<file path="src/hw/shadow_pkg.sv">
/*
  Package for the runtime shadow and function disable register group:
  offsets, field positions, reset values, bus timing and carrier structs.
  Assumes an APB slave with 32-bit data, one aligned word per register.
*/
package shadow_pkg;

  // ---------------------------------------------------------------
  // register indices (byte address is four times the index)
  // ---------------------------------------------------------------
  localparam logic [7:0]  IDX_FLOPPY_RATE   = 8'h1f;
  localparam logic [7:0]  IDX_SERIAL_ONE    = 8'h20;
  localparam logic [7:0]  IDX_SERIAL_TWO    = 8'h21;
  localparam logic [7:0]  IDX_FUNC_DISABLE  = 8'h22;
  localparam int          ADDR_W            = 10;

  // ---------------------------------------------------------------
  // field positions and values
  // ---------------------------------------------------------------
  localparam int          DIS_WP_BIT        = 0;
  localparam int          DIS_FLOPPY_BIT    = 3;
  localparam int          DIS_MIDI_BIT      = 4;
  localparam int          DIS_SER_TWO_BIT   = 5;
  localparam int          DIS_SER_ONE_BIT   = 6;
  localparam int          DIS_PARALLEL_BIT  = 7;
  localparam logic [7:0]  DIS_WRITABLE_MASK = 8'hf9;
  localparam logic [7:0]  DIS_RESET         = 8'h00;
  localparam logic [1:0]  LOCK_CFG_LOCKING  = 2'h1;
  localparam logic [31:0] RDATA_UNMAPPED    = 32'h0000_0000;
  localparam int          WAIT_CYCLES       = 0;

  // ---------------------------------------------------------------
  // carrier structs
  // ---------------------------------------------------------------
  typedef struct packed {
    logic       soft_reset;
    logic       power_down;
    logic [2:0] precompensation_select;
    logic [1:0] data_rate_select;
  } floppy_rate_type;

  typedef struct packed {
    logic [1:0] rx_trigger;
    logic       dma_mode;
    logic       tx_fifo_reset;
    logic       rx_fifo_reset;
    logic       fifo_enable;
  } fifo_ctrl_type;

  typedef struct packed {
    logic parallel;
    logic serial_port_one;
    logic serial_port_two;
    logic midi;
    logic floppy;
  } func_set_type;

  function automatic logic [7:0] pack_rate(input floppy_rate_type r);
    pack_rate = {r.soft_reset, r.power_down, 1'b0, r.precompensation_select,
                 r.data_rate_select};
  endfunction : pack_rate

  function automatic logic [7:0] pack_fifo(input fifo_ctrl_type f);
    pack_fifo = {f.rx_trigger, 2'b00, f.dma_mode, f.tx_fifo_reset, f.rx_fifo_reset,
                 f.fifo_enable};
  endfunction : pack_fifo

endpackage : shadow_pkg

</file>
<file path="src/hw/write_protect_merge.sv">
/*
  Merge of the write protect sources seen by the floppy controller core.
  Assumes active-low drive selects and write protect from the drive cable.
*/
`timescale 1ns/1ps
module write_protect_merge
  import shadow_pkg::*;
(
  input  wire logic drive_select_zero_n,    // drive 0 select, active low
  input  wire logic drive_select_one_n,     // drive 1 select, active low
  input  wire logic force_write_protect,    // forced protect configuration bit
  input  wire logic write_protect_n,        // protect from drive, active low
  input  wire logic reg_write_protect,      // register protect bit
  output logic      core_write_protect      // protect seen by core, active high
);

  // ---------------------------------------------------------------
  // four-term or
  // ---------------------------------------------------------------
  wire sel0_forced = !drive_select_zero_n && force_write_protect;
  wire sel1_forced = !drive_select_one_n && force_write_protect;

  assign core_write_protect = sel0_forced || sel1_forced || !write_protect_n
                              || reg_write_protect;

endmodule : write_protect_merge

</file>
<file path="src/hw/runtime_shadow_disable.sv">
/*
  APB register group: three read-only shadows of write-only control
  settings and a lockable function disable register that gates the
  activate bits and forces floppy write protection.
  Assumes inputs synchronous to pclk and a standby-supply reset on presetn.
*/
`timescale 1ns/1ps
module runtime_shadow_disable
  import shadow_pkg::*;
#(
  parameter int ADDR_WIDTH = ADDR_W           // apb address width
)(
  input  wire logic                  pclk,            // apb clock, 250 MHz
  input  wire logic                  presetn,         // async reset, active low
  input  wire logic                  psel,            // apb select
  input  wire logic                  penable,         // apb access phase
  input  wire logic                  pwrite,          // apb direction
  input  wire logic [ADDR_WIDTH-1:0] paddr,           // apb byte address
  input  wire logic [31:0]           pwdata,          // apb write data
  input  wire logic [3:0]            pstrb,           // apb byte strobes
  output logic [31:0]                prdata,          // apb read data
  output logic                       pready,          // apb ready
  output logic                       pslverr,         // apb error
  input  wire floppy_rate_type       floppy_rate,     // floppy rate setting
  input  wire fifo_ctrl_type         serial_one_fifo, // port one fifo setting
  input  wire fifo_ctrl_type         serial_two_fifo, // port two fifo setting
  input  wire logic [1:0]            lock_cfg,        // lock pin config bits 3:2
  input  wire logic                  lock_pin,        // lock pin level
  input  wire func_set_type          activate,        // per-function activate bits
  input  wire logic                  drive_select_zero_n, // drive 0 select
  input  wire logic                  drive_select_one_n,  // drive 1 select
  input  wire logic                  write_protect_n,     // drive protect input
  input  wire logic                  force_write_protect, // forced protect bit
  output func_set_type               enabled,         // effective enables
  output logic                       core_write_protect   // protect to core
);

  // elaboration check: the highest register byte address must fit
  if (ADDR_WIDTH < 8 || ADDR_WIDTH > 32) begin : g_bad_width
    $error("address width must hold offset 0x88");
  end

  // ---------------------------------------------------------------
  // address decode
  // ---------------------------------------------------------------
  function automatic logic hit(input logic [ADDR_WIDTH-1:0] a, input logic [7:0] idx);
    hit = (a == ADDR_WIDTH'({idx, 2'b00}));
  endfunction : hit

  wire hit_rate  = hit(paddr, IDX_FLOPPY_RATE);
  wire hit_one   = hit(paddr, IDX_SERIAL_ONE);
  wire hit_two   = hit(paddr, IDX_SERIAL_TWO);
  wire hit_dis   = hit(paddr, IDX_FUNC_DISABLE);
  wire mapped    = hit_rate || hit_one || hit_two || hit_dis;
  wire access    = psel && penable;
  wire locked    = (lock_cfg == LOCK_CFG_LOCKING) && lock_pin;
  wire dis_write = access && pwrite && hit_dis && pstrb[0] && !locked;

  // ---------------------------------------------------------------
  // function disable register
  // ---------------------------------------------------------------
  logic [7:0] disable_q;
  logic [7:0] disable_d;

  assign disable_d = dis_write ? (pwdata[7:0] & DIS_WRITABLE_MASK) : disable_q;

  always_ff @(posedge pclk or negedge presetn) begin
    if (!presetn) begin
      disable_q <= DIS_RESET;
    end else begin
      disable_q <= disable_d;
    end
  end

  // ---------------------------------------------------------------
  // read mux
  // ---------------------------------------------------------------
  logic [31:0] rdata_d;
  logic [31:0] prdata_q;

  assign rdata_d = hit_rate ? {24'h000000, pack_rate(floppy_rate)}
                 : hit_one  ? {24'h000000, pack_fifo(serial_one_fifo)}
                 : hit_two  ? {24'h000000, pack_fifo(serial_two_fifo)}
                 : hit_dis  ? {24'h000000, disable_q}
                 : RDATA_UNMAPPED;

  always_ff @(posedge pclk or negedge presetn) begin
    if (!presetn) begin
      prdata_q <= 32'h0000_0000;
    end else if (psel && !penable && !pwrite) begin
      prdata_q <= rdata_d;
    end
  end

  assign prdata  = prdata_q;
  assign pready  = 1'b1;
  assign pslverr = access && (!mapped || (pwrite && !hit_dis));

  // ---------------------------------------------------------------
  // function gating
  // ---------------------------------------------------------------
  assign enabled.floppy          = activate.floppy && !disable_q[DIS_FLOPPY_BIT];
  assign enabled.midi            = activate.midi && !disable_q[DIS_MIDI_BIT];
  assign enabled.serial_port_two = activate.serial_port_two
                                   && !disable_q[DIS_SER_TWO_BIT];
  assign enabled.serial_port_one = activate.serial_port_one
                                   && !disable_q[DIS_SER_ONE_BIT];
  assign enabled.parallel        = activate.parallel && !disable_q[DIS_PARALLEL_BIT];

  write_protect_merge u_wp (
    .drive_select_zero_n (drive_select_zero_n),
    .drive_select_one_n  (drive_select_one_n),
    .force_write_protect (force_write_protect),
    .write_protect_n     (write_protect_n),
    .reg_write_protect   (disable_q[DIS_WP_BIT]),
    .core_write_protect  (core_write_protect)
  );
endmodule : runtime_shadow_disable

</file>
<file path="config.mk">
export PLATFORM = sky130hd
export DESIGN_NAME = runtime_shadow_disable
export DESIGN_NICKNAME = d
export VERILOG_FILES = /design/src/hw/shadow_pkg.sv /design/src/hw/write_protect_merge.sv /design/src/hw/runtime_shadow_disable.sv
export SDC_FILE = /design/constraint.sdc
export NUM_CORES = 1
export LEC_CHECK = 0
export ABC_AREA = 1
export ABC_CLOCK_PERIOD_IN_PS = 2600
export BUFFER_PORTS_ARGS = -buffer_cell sky130_fd_sc_hd__buf_2
export CAP_MARGIN = 10
export CORE_MARGIN = 2
export CORE_UTILIZATION = 35
export CTS_BUF_LIST = sky130_fd_sc_hd__clkbuf_8
export DETAILED_ROUTE_END_ITERATION = 12
export HOLD_SLACK_MARGIN = 0.05
export PLACE_DENSITY = 0.86
export SYNTH_ARGS = -nofsm -noshare
export SYNTH_HDL_FRONTEND = slang
export SYNTH_SLANG_ARGS = --single-unit
</file>
<file path="constraint.sdc">
create_clock -name pclk -period 2.6 [get_ports pclk]
set_input_delay 0.78 -clock pclk [delete_from_list [all_inputs] [get_ports pclk]]
set_output_delay 0.78 -clock pclk [all_outputs]
set_load 0.05 [all_outputs]
</file>
==> reports/qor.csv, run 1 <==
metric,value,unit
crit_path_end_kind,output port,
leakagePower,0.956,nW
vias,1290,
antennaDiodeCount,0,
path_cells,"buf_2, inv_1, nor2_1, nand2_2, inv_2, nand3_2, nand4_1, a21oi_4, buf_6",
syn_area,0.00118,mm²
cts_max_path_buffers,2,
rsz0062_at_grt,no,
finalSetupViolCount,0,
p_comb_share,30.9,%
synth_cell_types,20,
tns,0,ns
rows,21,
io_pins,122,
max-slew-margin-rel,52.2,%
dieArea,0.00386,mm²
port_buffers,67,
gp_congestion,0.863,
postRouteAntennaNets,0,
viasPerCell,4.42,
cp-start-kind,input port,
gr-total-overflow,0,
die_h,62.2,µm
syn_avg_cell_area,6.88,µm²
routed_wl,3.14,mm
worstSetupPathType,in2out,
cts.sinks,14,
cts_buffers,3,
syn-instance-count,172,
tritoncts,done,
clk-insertion-delay-late,0.25,ns
die_w,62.2,µm
antenna_found_initial,0,
cts.root.buffer_cell,clkbuf_8,
multiInputGateArea,649,µm²
crit_path_top_delay_cell,a21oi_4,
fin_area,0.00160,mm²
vdd.ir_drop.worst,0.246,mV
p_int,0.000399,W
arrival,1.69,ns
cap_violations,0,
preCtsSetupSlack,0.0145,ns
crit_family,buffers and inverters,
cpPeakStageDelay,0.18,ns
cp_max_fo,3,
finalCriticalPeriod,2.47,ns
grt_pass1_vias,1174,
worst_pin_slew,0.717,ns
power.switching,0.000223,W
fin_skew,0.000632,ns
ff_latch_area,350,µm²
drive_above_1_share,39.8,%
fill_cells,356,
final_max_slew_viol_count,0,
timing.fmax,405,MHz
yosysWarnings,0,
seqPwrFrac,35.2,%
nNetsFinal,329,
ys_ff_latch,14,
swShare,35.9,%
cp_num_buf_inv,4,
htree_levels,1,
seq_area_frac_synth,29.6,%
grt_max_degree,23,
placed_area,0.00153,mm²
cp.required,1.82,ns
drt_pass1_iterations,4,
start_util,36.0,%
drt_iter0_drc,51,
areaGrowthSynthToFinish,34.9,%
route.detailed.wl_per_inst,10.8,µm
grt_use_total,16.0,%
dp.cells,288,
clkTransAtPathRegs,0.06,ns
route.detailed.drc,0,
finalNonFillerCells,292,
grt_first_pass_wirelength,4.97,mm
coreArea,0.00328,mm²
p_per_area,390,mW/mm²
hold_viol,0,
status,"finished, final reports clean",
finalCritPeriodShare,94.9,%
hold_path_class,in2async,
worst_slack,0.133,ns
clockPowerShare,34.0,%
cts_setup_buffers,0,
dp.final_hpwl,2.63,mm
-- worst paths after layout --
path | slack (ns) | depth (start not counted) | end | start
max | 0.13 | 9 | pslverr | paddr[7]
min | 0.42 | 1 | prdata[1] | presetn
max reg2reg | 1.76 | 4 | prdata[0] | disable_q[0]
min reg2reg | 0.47 | 2 | prdata[1] | prdata[1]
max in group asynchronous | 1.95 | 1 | prdata[0] | presetn
min in group pclk | 0.47 | 2 | prdata[1] | prdata[1]
-- flip-flops by register name, summed over array words and instances (netlist names) --
signal / flops
disable_q: 6
prdata: 8
-- final cells by class --
type	instances	area share [%]
multi-input combinational	132	40.7
clock buffer	4	3.45
inverter	20	4.70
tap	46	3.61
timing repair buffer	76	25.6
sequential	14	21.9
-- power by group through the flow --
| stage | Combinational, W | Clock (W) | Sequential [W] |
|---|---|---|---|
| 2_1_floorplan | 0.000158 | 0 | 0.000224 |
| 3_3_place_gp | 0.000188 | 0 | 0.000223 |
| 3_5_place_dp | 0.000190 | 0 | 0.000223 |
| 4_1_cts | 0.000190 | 0.000220 | 0.000219 |
| 5_1_grt | 0.000206 | 0.000230 | 0.000219 |
| 6_report | 0.000192 | 0.000211 | 0.000219 |
-- what timing repair did --
| item | in CTS | in global routing |
|---|---|---|
| resized for setup | 0 | 5 |
| hold buffers | 0 | 0 |
| endpoints found under the setup margin | 0 | 1 |
-- Yosys cell counts --
| library cell | number | area (µm²) |
|---|---|---|
| nand4_1 | 22 | 138 |
| inv_2 | 3 | 11.3 |
| buf_2 | 3 | 15.0 |
| nor2_4 | 1 | 11.3 |
| nor2_2 | 3 | 18.8 |
| o22ai_1 | 1 | 6.26 |
| nand3b_1 | 1 | 7.51 |
| a21oi_1 | 1 | 5.00 |
| nand2_2 | 1 | 6.26 |
| a21oi_2 | 1 | 8.76 |
| buf_4 | 25 | 188 |
| conb_1 | 2 | 7.51 |
| nor2_1 | 15 | 56.3 |
| inv_1 | 17 | 63.8 |
| dfrtp_1 | 14 | 350 |
| buf_6 | 1 | 11.3 |
| o2111ai_2 | 1 | 15.0 |
| nand2_1 | 44 | 165 |
| nand3_1 | 11 | 55.1 |
| o21ai_2 | 5 | 43.8 |
-- cell families (layout without fill, tap and decap cells) --
group,count (synthesis),in the layout,share of synthesized area (%)
and+or+nand+nor,98,98,38.7
buffers and inverters,49,100,24.4
DFF,14,14,29.6
AOI/OAI and AO/OA,9,9,6.66
other,2,25,0.634
-- stage by stage --
stage | power, W | util [%] | hold WS [ns]
after floorplan | 0.000381 | - | 0.469
after global placement | 0.000411 | 46.5 | 0.461
after detailed placement | 0.000413 | 46.5 | 0.460
after CTS | 0.000629 | 48.2 | 0.425
after global routing | 0.000654 | 48.6 | 0.433
final | 0.000622 | 48.6 | 0.420
-- metal layers --
metal,routed length (µm),track usage [%]
met2,1590,29.6
met1,1180,16.5
met4,50,5.28
met5,0,0
met3,327,5.98
-- worst reg2reg max path: stages, from the launching register on --
cell	delay, ns
dfrtp_1	0.40
nand4_1	0.10
nand4_1	0.11
nand2_1	0.08
nand2_1	0.05
-- placed cells by master, fill, tap and decap left out, drive strengths merged --
cell type  synthesis  routed
buf               29      76
nand2             45      45
conb               2      25
nand4             22      22
inv               20      20
nor2              19      19
dfrtp             14      14
nand3             11      11
o21ai              5       5
clkbuf             0       4
a21oi              2       2
nand3b             1       1
o2111ai            1       1
o22ai              1       1
No activity file was read; power rests on OpenSTA's default activity.
==> run 2: changes to the inputs <==
--- a/config.mk
+++ b/config.mk
@@ -7,7 +7,7 @@
 export LEC_CHECK = 0
 export ABC_AREA = 1
 export ABC_CLOCK_PERIOD_IN_PS = 2600
-export BUFFER_PORTS_ARGS = -buffer_cell sky130_fd_sc_hd__buf_2
+export BUFFER_PORTS_ARGS = -buffer_cell sky130_fd_sc_hd__buf_4
 export CAP_MARGIN = 10
 export CORE_MARGIN = 2
 export CORE_UTILIZATION = 35
==> run 2 against run 1 <==
- first-iteration DRC count fell by 47%
- combinational power rose by 12%
- sequential power is essentially flat
- critical path depth decreased by 1
- worst setup slack lost 0.027 ns
- clock skew hardly changed
- sequential cell count unchanged
- fmax fell by 1.1%
- register-to-register slack got worse by 0.02 ns
- global-route usage up 0.92 points
- sequential share of layout area down 1.8 points
- cell count decreased by 0.68%
- largest cell class unchanged
- highest routed layer unchanged
==> reports/qor.csv, run 2 (same netlist as run 1, synthesis figures left out) <==
metric,value,unit,change
worstSetupPathType,in2out,,
cts_buffers,3,,unchanged
drive_above_1_share,38.9,%,-0.90 points
clockPowerShare,33.3,%,-0.7 points
gp_congestion,0.863,,about the same
cts_max_path_buffers,2,,unchanged
seqPwrFrac,33.6,%,-1.6 points
swShare,35.2,%,-0.69 points
cts.sinks,14,,unchanged
fin_area,0.00174,mm²,+9.1%
grt_pass1_vias,1244,,+6.0%
port_buffers,67,,unchanged
cp_max_fo,2,,-1
grt_max_degree,23,,unchanged
cts.root.buffer_cell,clkbuf_8,,
io_pins,122,,unchanged
leakagePower,0.996,nW,+4.1%
postRouteAntennaNets,0,,unchanged
cp.required,1.82,ns,about the same
max-slew-margin-rel,53.4,%,+1.2 points
p_int,0.000421,W,+5.7%
final_max_slew_viol_count,0,,unchanged
finalCritPeriodShare,95.9,%,+1.0 points
p_comb_share,33.1,%,+2.2 points
arrival,1.71,ns,+0.02 ns
worst_slack,0.106,ns,-0.0269 ns
drt_iter0_drc,27,,-47%
final_common_cell,buf_4,,
finalCriticalPeriod,2.49,ns,+0.0269 ns
cpPeakStageDelay,0.16,ns,-0.02 ns
rows,21,,unchanged
grt_use_total,16.9,%,+0.92 points
drt_pass1_iterations,4,,unchanged
preCtsSetupSlack,0.0438,ns,+0.0294 ns
ff_latch_area,350,µm²,unchanged
vias,1324,,+2.6%
p_per_area,373,mW/mm²,-4.1%
start_util,36.0,%,unchanged
antennaDiodeCount,0,,unchanged
route.detailed.drc,0,,unchanged
antenna_found_initial,0,,unchanged
holdBufCountCts,0,,unchanged
dp.final_hpwl,2.71,mm,+3.1%
timing.fmax,401,MHz,-1.1%
crit_top_cell,nand2_1,,
finalSetupViolCount,0,,unchanged
placed_area,0.00168,mm²,+10%
cap_violations,0,,unchanged
gr-total-overflow,0,,unchanged
power.switching,0.000229,W,+2.6%
dieArea,0.00386,mm²,unchanged
status,"finished, final reports clean",,
die_h,62.2,µm,unchanged
die_w,62.2,µm,unchanged
vdd.ir_drop.worst,0.329,mV,+34%
rr_endpoint,prdata[7],,
clk-insertion-delay-late,0.25,ns,about the same
nNetsFinal,327,,-0.61%
hold_viol,0,,unchanged
hold_path_class,in2async,,
largest_register_ffs,8,,unchanged
reg2reg_depth,4,,unchanged
route.detailed.wl_per_inst,11.3,µm,+5.1%
viasPerCell,4.57,,+3.3%
routed_wl,3.28,mm,+4.4%
final_cell_mix,"73 x buf_4, 43 x nand2_1, 25 x conb_1",,
coreArea,0.00328,mm²,unchanged
htree_levels,1,,unchanged
fill_cells,330,,-7.3%
tns,0,ns,unchanged
power.total,0.000650,W,+4.6%
areaGrowthSynthToFinish,47.1,%,
multiInputGateArea,644,µm²,-0.77%
r2r_start,disable_q[7],,
crit_path_end_kind,output port,,
worst_pin_slew,0.698,ns,-0.0182 ns
rsz0062_at_grt,no,,
fin_skew,0.000735,ns,+0.000103 ns
cts_setup_buffers,0,,unchanged
cp-start-kind,input port,,
path_cells,"buf_4, nor2_1, nand2_1, nor2_2, nand2_1, nand4_1, a21oi_4, buf_6",,
grt_first_pass_wirelength,5.34,mm,+7.5%
crit_path_top_delay_cell,nor2_1,,
post_cts_resized,0,,unchanged
r2r_slack,1.74,ns,-0.02 ns
clkTransAtPathRegs,0.06,ns,about the same
tritoncts,done,,
-- run 2: routing by layer --
metal / track usage, % / vias to the layer above / routed length [µm]
met3: 5.80 / 4 / 310
met4: 2.78 / 0 / 30
met1: 18.8 / 597 / 1300
li1: - / 655 / -
met5: 0 / - / 0
met2: 31.5 / 68 / 1640
-- run 2: how the worst max path moves through the flow --
| stage | start | endpoint | slack [ns] | cells past startpoint |
|---|---|---|---|---|
| finish | paddr[1] | pslverr | 0.11 | 8 |
| global route | paddr[7] | pslverr | 0.009 | 9 |
| CTS | paddr[7] | pslverr | 0.04 | 9 |
| detailed placement | paddr[7] | pslverr | 0.04 | 9 |
| global placement | paddr[7] | pslverr | 0.06 | 9 |
| floorplan | paddr[7] | pslverr | 0.08 | 8 |
-- run 2: area by class of cell --
| type | instances | share of cell area [%] |
|---|---|---|
| sequential | 14 | 20.1 |
| timing repair buffer | 74 | 32.1 |
| tap | 46 | 3.30 |
| multi-input combinational | 132 | 37.0 |
| clock buffer | 4 | 3.16 |
| inverter | 20 | 4.31 |
-- run 2: power groups by stage --
stage	logic, W	clock network (W)	registers [W]
final	0.000215	0.000216	0.000219
after global routing	0.000229	0.000228	0.000219
after CTS	0.000214	0.000218	0.000219
after detailed placement	0.000214	0	0.000223
after global placement	0.000212	0	0.000223
after floorplan	0.000158	0	0.000224
-- run 2: per-stage QoR --
step / cells / utilization [%] / hold slack, ns
floorplan: 195 / - / 0.469
global placement: 286 / 51.2 / 0.468
detailed placement: 286 / 51.2 / 0.475
CTS: 290 / 52.8 / 0.375
global route: 290 / 53.0 / 0.381
finish: 290 / 53.0 / 0.371
-- run 2: worst max-delay path, delay by kind of cell --
family	cells	cell delay, ns
buf+inv	2	0.26
compound gates	1	0.07
simple gates	5	0.61
==> run 3: changes to the inputs <==
--- a/config.mk
+++ b/config.mk
@@ -7,7 +7,7 @@
 export LEC_CHECK = 0
 export ABC_AREA = 1
 export ABC_CLOCK_PERIOD_IN_PS = 2600
-export BUFFER_PORTS_ARGS = -buffer_cell sky130_fd_sc_hd__buf_4
+export BUFFER_PORTS_ARGS = -buffer_cell sky130_fd_sc_hd__buf_2
 export CAP_MARGIN = 10
 export CORE_MARGIN = 2
 export CORE_UTILIZATION = 35
@@ -17,4 +17,5 @@
 export PLACE_DENSITY = 0.86
 export SYNTH_ARGS = -nofsm -noshare
 export SYNTH_HDL_FRONTEND = slang
+export SYNTH_HIERARCHICAL = 1
 export SYNTH_SLANG_ARGS = --single-unit
==> run 3 against run 2 <==
- core utilization shrank 5.3 points
- critical path depth is the same
- first-iteration DRC count shrank 7.4%
- sequential cell count is the same
- global-route usage shrank 1.5 points
- sequential share of layout area grew 2.2 points
- critical path type unchanged
==> reports/qor.csv, run 3 <==
metric,value,unit,change
p_comb_share,32.0,%,-1.1 points
dp.final_hpwl,2.49,mm,-8.0%
cap_violations,0,,unchanged
swShare,36.5,%,+1.3 points
crit_family,simple AND/OR/NAND/NOR gates,,
ys_ff_latch,14,,unchanged
route.detailed.wl_per_inst,10.0,µm,-11%
rsz0062_at_grt,no,,
routed_wl,2.93,mm,-11%
cts_max_path_buffers,2,,unchanged
start_util,36.0,%,-0.038 points
yosysMostFrequentCell,nand2_1,,
dieArea,0.00386,mm²,-0.11%
synth_compound_area_share,1.80,%,-4.9 points
worstSetupPathType,in2out,,
cp.required,1.82,ns,about the same
areaGrowthSynthToFinish,32.6,%,
postRouteAntennaNets,0,,unchanged
gr-max-usage-layer,met2,,
power.switching,0.000231,W,+1.0%
seqPwrFrac,35.1,%,+1.5 points
viasPerCell,4.39,,-3.8%
syn_area,0.00118,mm²,-0.11%
tns,0,ns,unchanged
power.total,0.000633,W,-2.7%
die_w,62.1,µm,about the same
drive_above_1_share,37.4,%,-1.5 points
synth_flop_cell,dfrtp_1,,
final_common_cell,buf_2,,
gp_congestion,0.868,,+0.50%
dp.cells,287,,+0.35%
final_max_slew_viol_count,0,,unchanged
seq_area_frac_synth,29.6,%,+0.031 points
grt_pass1_vias,1222,,-1.8%
rows,21,,unchanged
tritoncts,done,,
cts.sinks,14,,unchanged
port_buffers,67,,unchanged
vdd.ir_drop.worst,0.219,mV,-34%
finalCriticalPeriod,2.52,ns,+0.0232 ns
grt_use_total,15.4,%,-1.5 points
yosys-top-cells-area,"dfrtp_1 30%, buf_4 16%, nand2_1 16%",,
final_cell_mix,"66 x buf_2, 49 x nand2_1, 25 x conb_1",,
fill_cells,364,,+10%
synth_cell_types,23,,+15%
finalSetupViolCount,0,,unchanged
syn-instance-count,174,,+1.2%
status,"finished, final reports clean",,
antenna_found_initial,0,,unchanged
async_flop_share,100,%,unchanged
timing.fmax,397,MHz,-0.92%
drt_pass1_iterations,4,,unchanged
p_int,0.000402,W,-4.7%
cp_num_buf_inv,2,,unchanged
synth_edf_count,0,,unchanged
hold_viol,0,,unchanged
clockPowerShare,32.9,%,-0.4 points
crit_path_end_kind,output port,,
cpPeakStageDelay,0.19,ns,+0.03 ns
finalCritPeriodShare,96.8,%,+0.89 points
cts_buffers,3,,unchanged
p_per_area,404,mW/mm²,+8.1%
fin_skew,0.00155,ns,+0.000810 ns
holdBufCountCts,0,,unchanged
clk-insertion-delay-late,0.24,ns,about the same
synth_top_cell_by_area,dfrtp_1,,
finalNonFillerCells,292,,+0.69%
synth_top_family_by_area,simple AND/OR/NAND/NOR gates,,
use_met3,3.99,%,-1.8 points
nNetsFinal,329,,+0.61%
htree_levels,1,,unchanged
yosysWarnings,6,,+6
arrival,1.74,ns,+0.03 ns
grt_use_met2,29.2,%,-2.3 points
die_h,62.1,µm,about the same
vias,1282,,-3.2%
synth_adder_area_share,0,%,unchanged
grt_first_pass_wirelength,4.91,mm,-8.0%
path_cells,"buf_2, nor2_4, nand2_4, nor2_8, nand2_1, a21oi_2, nor3_4, buf_4",,
synth_common_cells,"49 x nand2_1, 25 x buf_4, 20 x nand3_1, 18 x nor2_1",,
synthMuxAreaShare,0,%,unchanged
route.detailed.drc,0,,unchanged
synth_top_area_share,29.6,%,+0.031 points
gr-total-overflow,0,,unchanged
clkTransAtPathRegs,0.05,ns,about the same
cp_max_fo,4,,+2
crit_path_top_delay_cell,buf_4,,
io_pins,122,,unchanged
coreArea,0.00328,mm²,unchanged
gr-usage-met1,17.2,%,-1.6 points
synth_xor_area_share,0,%,unchanged
cp-start-kind,input port,,
largest_register_ffs,8,,unchanged
antennaDiodeCount,0,,unchanged
synthSimpleGateAreaFrac,45.3,%,+6.6 points
drt_iter0_drc,25,,-7.4%
cts.root.buffer_cell,clkbuf_8,,
hold_path_class,in2async,,
leakagePower,0.984,nW,-1.2%
grt_max_degree,16,,-30%
syn_avg_cell_area,6.80,µm²,-1.3%
run 3: cell count changes after synthesis, sizes merged, moves of 4 or more:
cell,before,now
nand4,22,9
nand2,45,53
o21ai,5,1
nor2,19,23
nand3,11,20
inv,20,14
run 3: through the flow:
| stage | area [µm²] | worst slack, ns | hold slack, ns | util [%] |
|---|---|---|---|---|
| floorplan | 1280 | 0.116 | 0.464 | - |
| global placement | 1500 | -0.0178 | 0.462 | 45.6 |
| detailed placement | 1500 | -0.0278 | 0.469 | 45.6 |
| CTS | 1560 | 0.0131 | 0.430 | 47.4 |
| global route | 1570 | 0.0124 | 0.435 | 47.7 |
| finish | 1570 | 0.0830 | 0.418 | 47.7 |
run 3: worst paths after layout:
kind                                   start   endpoint  slack (ns)  cells past startpoint
worst min register to register     prdata[1]  prdata[1]        0.48                      2
worst max register to register  disable_q[7]  prdata[7]        1.72                      6
worst min-delay path                 presetn  prdata[6]        0.42                      1
worst max-delay path                paddr[8]    pslverr        0.08                      8
min in group pclk                  prdata[1]  prdata[1]        0.48                      2
max in group asynchronous            presetn  prdata[0]        1.95                      1
run 3: logic make-up after synthesis:
| family | after synthesis |
|---|---|
| other cells | 2 |
| compound gates | 4 |
| flops | 14 |
| buf+inv | 42 |
| simple gates | 112 |
run 3: timing repair:
| item | 4_1_cts | 5_1_grt |
|---|---|---|
| gates resized for setup | 1 | 3 |
| cloned | 0 | 0 |
| pin swaps | 0 | 2 |
| endpoints found under the setup margin | 1 | 1 |
| buffers inserted | 0 | 1 |
run 3: power groups by stage:
stage	clock (W)	sequential, W	combinational (W)
4_1_cts	0.000213	0.000222	0.000201
5_1_grt	0.000225	0.000223	0.000215
3_3_place_gp	0	0.000226	0.000198
6_report	0.000208	0.000222	0.000203
3_5_place_dp	0	0.000226	0.000200
2_1_floorplan	0	0.000236	0.000161
run 3: per-layer routing:
metal  part of all wire (%)  up-vias  routed length [µm]
li1                       -      654                   -
met1                     40      566                1180
met2                     51       56                1500
met3                    7.2        6                 211
met4                    1.4        0                  42
met5                      0        -                   0
run 3: layout make-up:
class | count | area, µm² | area share [%]
Inverter | 15 | 61.3 | 3.91
Clock buffer | 4 | 55.1 | 3.51
Sequential cell | 14 | 350 | 22.3
Tap cell | 46 | 57.6 | 3.67
Multi-Input combinational cell | 141 | 668 | 42.6
Timing Repair Buffer | 72 | 375 | 23.9
